--- src/verilog/switch_ctrl_pkg.sv ---
`default_nettype none
package switch_ctrl_pkg;
	// ----------------------------------------------------------------
	// Frame layout of the configuration register
	// ----------------------------------------------------------------
	localparam int          FRAME_W       = 8;
	localparam int          WRITE_BIT_POS = 7;
	localparam int          BANK_BIT_POS  = 6;
	localparam int          ADDR_HI_POS   = 5;
	localparam int          ADDR_LO_POS   = 4;
	localparam logic        BANK_CONFIG   = 1'h1;
	localparam logic [1:0]  ADDR_CONFIG   = 2'h2;
	localparam int          RESET_REQ_POS = 1;
	localparam int          STANDBY_POS   = 1;
	localparam int          CONTROL_POS   = 0;
	localparam int          UNDEF_POS     = 2;
	localparam int          ZERO_POS      = 3;
	// ----------------------------------------------------------------
	// Reset values and other constants
	// ----------------------------------------------------------------
	localparam logic        CONTROL_RST   = 1'h0;
	localparam logic        GATING_RST    = 1'h0;
	localparam int          CHANNELS      = 6;
	localparam int          MUX_W         = 3;
	localparam logic [2:0]  MUX_STANDBY   = 3'h7;
	localparam logic [5:0]  OUT_RST       = 6'h00;
endpackage : switch_ctrl_pkg
`default_nettype wire

--- src/verilog/switch_bus_if.sv ---
`timescale 1ns/100ps
`default_nettype none
// Channel request and pin levels between controller and matrix
interface switch_bus_if #(parameter int N = 6);
	logic         gating;   // Input gating select
	logic [N-1:0] out_bits; // Output register bits
	logic [N-1:0] pins;     // Synchronised pin levels
	logic         limp;     // Limp-home active
	logic [N-1:0] drive;    // Resulting channel drive
	modport ctrl (output gating, out_bits, pins, limp, input drive);
	modport matrix (input gating, out_bits, pins, limp, output drive);
endinterface : switch_bus_if
`default_nettype wire

--- src/verilog/switch_ctrl.sv ---
`timescale 1ns/100ps
`default_nettype none
//
// Contract
// - Six channels, pin or register bit
// - Gating zero: register OR pin
// - Gating one: register AND pin
// - Floating pin reads as low
// - Config frame: write bit, bank, address
// - Reset request bit runs reset command
// - Read gives standby, control, zero top
// - Reset clears registers, not power stage
// - First transfer after reset flags error
// - Limp home: writes ignored, pins only
// - Mux all ones means standby
//
module switch_ctrl (
	input  wire logic        clk_in,         // 100 MHz
	input  wire logic        rst_b_in,       // Power-on, sync low
	input  wire logic        ce_in,          // Clock enable
	input  wire logic [7:0]  frame_in,       // Received frame
	input  wire logic        frame_valid_in, // Frame done pulse
	input  wire logic [5:0]  out_bits_in,    // Output register bits
	input  wire logic        gating_in,      // Input gating select
	input  wire logic [2:0]  mux_sel_in,     // Sense mux select
	input  wire logic [5:0]  pin_in,         // Channel input pins
	input  wire logic        limp_in,        // Limp-home pin
	output logic      [7:0]  read_data_out,  // Read answer frame
	output logic             error_flag_out, // Transfer error flag
	output logic             reg_reset_out,  // Register reset: command pulse, held high in limp home
	output logic      [5:0]  power_out       // Channel power outputs
);
	// ----------------------------------------------------------------
	// Synchronisers for pins
	// ----------------------------------------------------------------
	logic [6:0] sync1_reg; // First stage only
	logic [6:0] sync2_reg; // Second stage
	// Absent level is taken as zero at reset
	always_ff @(posedge clk_in) begin
		if (!rst_b_in) begin
			sync1_reg <= 7'h00;
			sync2_reg <= 7'h00;
		end else if (ce_in) begin
			sync1_reg <= {limp_in, pin_in};
			sync2_reg <= sync1_reg;
		end
	end
	wire logic limp = sync2_reg[6]; // Limp level

	// ----------------------------------------------------------------
	// Configuration register
	// ----------------------------------------------------------------
	logic control_reg, control_next;   // Control bit
	logic standby_reg, standby_next;   // Standby status
	logic err_reg, err_next;           // Transfer error
	logic rstcmd_reg, rstcmd_next;     // Reset command pulse
	logic [7:0] rd_reg, rd_next;       // Read frame
	logic       is_cfg;                // Frame targets config
	logic       is_write;              // Write frame

	// Next values of the configuration group; a reset source
	// beats a frame write so no stale write survives a reset
	always_comb begin
		is_cfg = frame_in[switch_ctrl_pkg::BANK_BIT_POS]
			== switch_ctrl_pkg::BANK_CONFIG
			&& frame_in[switch_ctrl_pkg::ADDR_HI_POS:
			switch_ctrl_pkg::ADDR_LO_POS]
			== switch_ctrl_pkg::ADDR_CONFIG;
		is_write = frame_in[switch_ctrl_pkg::WRITE_BIT_POS];
		control_next = control_reg;
		standby_next = (mux_sel_in == switch_ctrl_pkg::MUX_STANDBY);
		err_next = err_reg;
		rstcmd_next = 1'b0; // Pulse, reads cleared
		rd_next = rd_reg;
		if (rstcmd_reg || limp) begin
			// Reset command or limp home clears the control bit and sets the error flag
			control_next = switch_ctrl_pkg::CONTROL_RST;
			err_next = 1'b1;
		end else if (frame_valid_in) begin
			err_next = 1'b0; // First frame consumed flag
			if (is_cfg && is_write) begin
				control_next = frame_in[switch_ctrl_pkg::CONTROL_POS];
				rstcmd_next = frame_in[switch_ctrl_pkg::RESET_REQ_POS];
			end
		end else if (frame_valid_in == 1'b0 && limp) begin
			control_next = control_reg;
		end
		// Limp home still answers reads
		if (frame_valid_in && is_cfg && !is_write) begin
			rd_next = 8'h00;
			rd_next[7:4] = frame_in[7:4];
			rd_next[switch_ctrl_pkg::ZERO_POS] = 1'b0;
			rd_next[switch_ctrl_pkg::UNDEF_POS] = 1'b0;
			rd_next[switch_ctrl_pkg::STANDBY_POS] = standby_reg;
			rd_next[switch_ctrl_pkg::CONTROL_POS] = control_reg;
		end
	end

	// Registers only; every reset value is a constant
	// Read frame stands until the next configuration read
	always_ff @(posedge clk_in) begin
		if (!rst_b_in) begin
			control_reg <= switch_ctrl_pkg::CONTROL_RST;
			standby_reg <= 1'b0;
			err_reg     <= 1'b1;
			rstcmd_reg  <= 1'b0;
			rd_reg      <= 8'h00;
		end else if (ce_in) begin
			control_reg <= control_next;
			standby_reg <= standby_next;
			err_reg     <= err_next;
			rstcmd_reg  <= rstcmd_next && !limp;
			rd_reg      <= rd_next;
		end
	end

	// ----------------------------------------------------------------
	// Configuration checks
	// ----------------------------------------------------------------
	// Standby status tracks the mux select one edge late
	standby_follow_a : assert property (@(posedge clk_in)
		disable iff (!rst_b_in) ce_in |=> standby_reg ==
		($past(mux_sel_in) == switch_ctrl_pkg::MUX_STANDBY))
		else $error("standby status wrong");
	// Reset command lasts one cycle and clears the register
	reset_pulse_a : assert property (@(posedge clk_in)
		disable iff (!rst_b_in) rstcmd_reg && ce_in |=> !rstcmd_reg
		&& err_reg && !control_reg)
		else $error("reset command repeated");
	// Reset request bit starts the command pulse
	cmd_start_a : assert property (@(posedge clk_in)
		disable iff (!rst_b_in) ce_in && frame_valid_in && is_cfg
		&& is_write && frame_in[switch_ctrl_pkg::RESET_REQ_POS]
		&& !limp && !rstcmd_reg |=> rstcmd_reg)
		else $error("reset command not started");
	// Accepted write lands in the control bit
	write_ctl_a : assert property (@(posedge clk_in)
		disable iff (!rst_b_in) ce_in && frame_valid_in && is_write
		&& is_cfg && !limp && !rstcmd_reg |=>
		control_reg == $past(frame_in[switch_ctrl_pkg::CONTROL_POS]))
		else $error("control write lost");
	// Any frame outside a reset source consumes the error flag
	err_clear_a : assert property (@(posedge clk_in)
		disable iff (!rst_b_in) ce_in && frame_valid_in && !limp
		&& !rstcmd_reg |=> !error_flag_out)
		else $error("error flag stuck");
	// Power-on reset leaves the flag set and control cleared
	por_state_a : assert property (@(posedge clk_in)
		!rst_b_in |=> error_flag_out && !control_reg)
		else $error("reset state wrong");
	// Limp home drops writes and holds the flag
	limp_write_a : assert property (@(posedge clk_in)
		disable iff (!rst_b_in) ce_in && limp |=> !control_reg
		&& error_flag_out)
		else $error("write taken in limp home");
	// Limp home holds the other registers in reset
	limp_reset_a : assert property (@(posedge clk_in)
		disable iff (!rst_b_in) limp |-> reg_reset_out)
		else $error("limp reset missing");
	// Read answer carries standby and control of that edge
	read_echo_a : assert property (@(posedge clk_in)
		disable iff (!rst_b_in) ce_in && frame_valid_in && is_cfg
		&& !is_write |=> read_data_out[1:0] ==
		{$past(standby_reg), $past(control_reg)})
		else $error("read answer wrong");
	// Bits 3:2 of the read answer stay zero
	read_top_a : assert property (@(posedge clk_in)
		disable iff (!rst_b_in) read_data_out[3:2] == 2'h0)
		else $error("read top bits not zero");

	// ----------------------------------------------------------------
	// Matrix
	// ----------------------------------------------------------------
	switch_bus_if #(.N(switch_ctrl_pkg::CHANNELS)) bus ();
	assign bus.gating   = gating_in;
	assign bus.out_bits = out_bits_in;
	assign bus.pins     = sync2_reg[5:0];
	assign bus.limp     = limp;

	switch_matrix u_matrix (
		.clk_in   (clk_in),
		.rst_b_in (rst_b_in),
		.ce_in    (ce_in),
		.bus      (bus.matrix)
	);

	// Outputs come straight from flip-flops, except reg_reset_out, an OR of rstcmd_reg and limp
	assign power_out      = bus.drive;
	assign read_data_out  = rd_reg;
	assign error_flag_out = err_reg;
	assign reg_reset_out  = rstcmd_reg | limp;

	// ----------------------------------------------------------------
	// Matrix checks
	// ----------------------------------------------------------------
	// Register bit alone turns a channel on in OR mode
	or_mode_a : assert property (@(posedge clk_in)
		disable iff (!rst_b_in) ce_in && !limp && !gating_in
		&& out_bits_in[0] |=> power_out[0])
		else $error("or mode failed");
	// Low pin and clear bit keep a channel off
	off_idle_a : assert property (@(posedge clk_in)
		disable iff (!rst_b_in) ce_in && !limp && !out_bits_in[1]
		&& !sync2_reg[1] |=> !power_out[1])
		else $error("idle channel driven");
	// Low pin blocks the channel in gated mode
	and_mode_a : assert property (@(posedge clk_in)
		disable iff (!rst_b_in) ce_in && !limp && gating_in
		&& !sync2_reg[0] |=> !power_out[0])
		else $error("and mode failed");
	// Bit and pin together turn a gated channel on
	gate_on_a : assert property (@(posedge clk_in)
		disable iff (!rst_b_in) ce_in && !limp && gating_in
		&& out_bits_in[0] && sync2_reg[0] |=> power_out[0])
		else $error("gated channel stuck off");
	// Limp home passes the pins straight through
	limp_pins_a : assert property (@(posedge clk_in)
		disable iff (!rst_b_in) ce_in && limp |=>
		power_out == $past(sync2_reg[5:0]))
		else $error("limp output wrong");
endmodule : switch_ctrl
`default_nettype wire

--- src/verilog/switch_matrix.sv ---
`timescale 1ns/100ps
`default_nettype none
// Per-channel input switch matrix, registered drive
module switch_matrix (
	input  wire logic   clk_in,
	input  wire logic   rst_b_in,
	input  wire logic   ce_in,
	switch_bus_if.matrix bus
);
	logic [switch_ctrl_pkg::CHANNELS-1:0] drive_reg;  // Registered drive
	logic [switch_ctrl_pkg::CHANNELS-1:0] drive_next; // Next drive

	// ----------------------------------------------------------------
	// Matrix per channel
	// ----------------------------------------------------------------
	for (genvar i = 0; i < switch_ctrl_pkg::CHANNELS; i++) begin : g_ch
		always_comb begin
			// Limp home: pins only
			if (bus.limp) begin
				drive_next[i] = bus.pins[i];
			end else if (bus.gating) begin
				drive_next[i] = bus.out_bits[i] & bus.pins[i];
			end else begin
				drive_next[i] = bus.out_bits[i] | bus.pins[i];
			end
		end
	end

	// Power stage is not reset by any reset source
	always_ff @(posedge clk_in) begin
		if (ce_in) begin
			drive_reg <= drive_next;
		end
	end
	assign bus.drive = drive_reg;
endmodule : switch_matrix
`default_nettype wire

--- config.mk ---
export PLATFORM = sky130hd
export DESIGN_NAME = switch_ctrl
export DESIGN_NICKNAME = d
export VERILOG_FILES = /design/src/verilog/switch_ctrl_pkg.sv /design/src/verilog/switch_bus_if.sv /design/src/verilog/switch_ctrl.sv /design/src/verilog/switch_matrix.sv
export SDC_FILE = /design/constraint.sdc
export NUM_CORES = 1
export LEC_CHECK = 0
export ABC_AREA = 1
export BUFFER_PORTS_ARGS = -buffer_cell sky130_fd_sc_hd__buf_2
export CAP_MARGIN = 20
export CORE_MARGIN = 10
export CORE_UTILIZATION = 47
export DETAILED_ROUTE_END_ITERATION = 10
export PLACE_DENSITY = 0.77
export SYNTH_ARGS = -nofsm -noshare
export SYNTH_HDL_FRONTEND = slang
export SYNTH_SLANG_ARGS = --single-unit
--- constraint.sdc ---
create_clock -name clk_in -period 1.5 [get_ports clk_in]
set_clock_uncertainty 0.15 [all_clocks]
set_input_delay 0.3 -clock clk_in [delete_from_list [all_inputs] [get_ports clk_in]]
set_output_delay 0.3 -clock clk_in [all_outputs]
set_load 0.01 [all_outputs]
==> qor.csv <==
metric,value,unit
status,completed,
cell-internal power,0.00117,W
Overall Power,0.00155,W
start of the worst register-to-register path,sync2_reg[6]$_SDFFE_PN0P_,
deepest clock path buffer count,2,
Starting DRT DRC Count,32,
hold buffer count at CTS,0,
number of distinct library cells after synthesis,21,
final hold vios,0,
initial antenna violation count,0,
fmax,694,MHz
# rows,18,
vias in the first global route,988,
critical path required time,1050,ps
logic gate share of total power,0.121,
R2R depth,3,
I/O Buffers,40,
critical path's top delay family,flip-flops,
Residual DRC,0,
cell count after synthesis,150,
die area,4990,µm²
Period minus WS final,1440,ps
clk root buf,clkbuf_4,
Post-DRT Antenna Nets,0,
"Cell Chain, Critical Path",nor2_4 -> inv_1 -> buf_2,
GRT Util Overall,0.102,
r2r endpoint,u_matrix.bus.drive[3]$_DFFE_PP_,
RSZ-0062 raised after global routing,false,
I/O pins,45,
first-pass GRT wire length,4.17,mm
clock-pin slew on the worst setup and hold paths,80,ps
Final period util,0.961,
final wirelength,2.64,mm
share of the yosys chip area belonging to registers,0.548,
fin nets,224,
worst-path fanout max,3,
crit end category,output pin,
Critical Path Start Type,flop,
clk sinks,30,
WHS Endpoint,rstcmd_reg$_SDFFE_PN0P_,
GPL Wtd Cong,0.765,
hold path depth,3,
DR WL/cell,11.7,µm
Post-Syn Area,1210,µm²
endpoints failing setup,0,
core area,2450,µm²
Clk pwr share,0.304,
Syn-to-layout area delta,23.9,%
layout cells sized above 1,0.286,
NetSw,0.000377,W
CTS tree,done,
pwr dens,1030,nW/µm²
sw frac,0.244,
largest net degree at the start of global routing,21,
clk_lat worst skew,310,ps
Hold Path Class,input port to flop,
via count,1088,
ANT cells,0,
#FFs+latches synth,30,
worst vdd ir,0.787,mV
post-route cell area,1490,µm²
via/cell ratio,4.81,
DRT Pass-1 Iters,5,
reg2reg setup slack,270,ps
slowest CP cell,dfxtp_4,
Synth warnings,0,
Static Leak,0.713,nW
Setup TNS,0,ps
Seq pwr share,0.576,
Final Max Tran Viols,0,
Die W,70.7,µm
Starting Density,0.491,
WP buf/inv,2,
CP arrival,990,ps
synthesized area per cell,8.04,µm²
area post-placement,1410,µm²
chip height,70.7,µm
hold_sp,frame_in[1],
DP HPWL,2.03,mm
total grt overflow,0,
Num CTS Buffers,5,
Critical Setup Path Class,flop to output pin,
CP peak stage delay,370,ps
Max-Cap Viols,0,
H-tree Lvls,2,
-- area by class of cell --
cell class	instances	area, µm²
inverters	8	30.0
flip-flops and latches	30	664
clock buffers	6	51.3
well taps	30	37.5
multi-input cells	106	473
clock inverters	2	7.51
repair buffers	44	230
fillers	217	961
-- cells in the mapped netlist, drive strengths merged --
cell type	count	area, µm²
a21oi	2	10.0
and3	1	6.26
buf	5	42.5
clkbuf	2	8.75
conb	1	3.75
dfxtp	24	480
edfxtp	6	180
inv	8	30.0
nand2	9	33.8
nand3	8	45.0
nor2	55	216
o21ai	28	140
or2	1	8.76
-- logic make-up (layout without fill, tap and decap cells) --
family	count (synthesis)	count (layout)	share of synthesized area
simple gates	74	74	0.257
compound gates	30	30	0.124
flops	30	30	0.548
buf+inv	15	60	0.0674
other cells	1	2	0.00311
-- placed cells by master (no fill, tap or decap) --
cell      count
nor2_1       53
buf_2        40
dfxtp_1      23
o21ai_0      22
nand2_1       9
inv_1         7
nand3_1       7
o21ai_1       6
edfxtp_1      6
clkbuf_4      5
buf_4         4
nor2_4        2
a21oi_1       2
conb_1        2
clkinv_1      2
or2_4         1
nand3_2       1
inv_2         1
and3_1        1
clkbuf_8      1
dfxtp_4       1
-- power groups by stage --
stage	Clock (W)	Combinational, W	Sequential, W
after global placement	0	0.000172	0.000907
final	0.000470	0.000186	0.000889
after detailed placement	0	0.000177	0.000910
after floorplan	0	0.000101	0.000915
after CTS	0.000483	0.000179	0.000893
after global routing	0.000521	0.000209	0.000895
-- worst max path at each step --
stage	start	end	slack (ps)	cells after the start
floorplan	sync2_reg[6]$_SDFFE_PN0P_	u_matrix.bus.drive[0]$_DFFE_PP_	460	2
global placement	sync2_reg[6]$_SDFFE_PN0P_	reg_reset_out	290	3
detailed placement	sync2_reg[6]$_SDFFE_PN0P_	reg_reset_out	280	3
CTS	sync2_reg[6]$_SDFFE_PN0P_	reg_reset_out	20	3
global route	sync2_reg[6]$_SDFFE_PN0P_	reg_reset_out	6	3
finish	sync2_reg[6]$_SDFFE_PN0P_	reg_reset_out	60	3
-- what timing repair did --
item,in CTS,in global routing
setup buffers,0,2
pin swaps,0,1
hold endpoints to repair,0,0
setup endpoints to repair,1,1
gates resized for setup,2,1
-- tightest hold or removal path, stage by stage --
cell and delay (ps):
buf_2 70, nand3_1 60, nand2_1 50
-- routing by layer --
layer	GRT usage	up-vias	part of all wire
met4	0.0452	0	0.014
met1	0.109	475	0.44
met5	0	-	0
met3	0.0572	4	0.085
met2	0.161	36	0.46
li1	-	573	-
-- per-stage QoR --
stage	hold slack [ps]	std cells	utilization	worst slack, ps
finish	48.6	226	0.609	58.4
global route	31.7	226	0.609	5.89
CTS	39.5	224	0.601	16.8
detailed placement	272	216	0.575	275
global placement	268	216	0.575	288
floorplan	262	151	-	463
(Power assumes the default switching activity.)
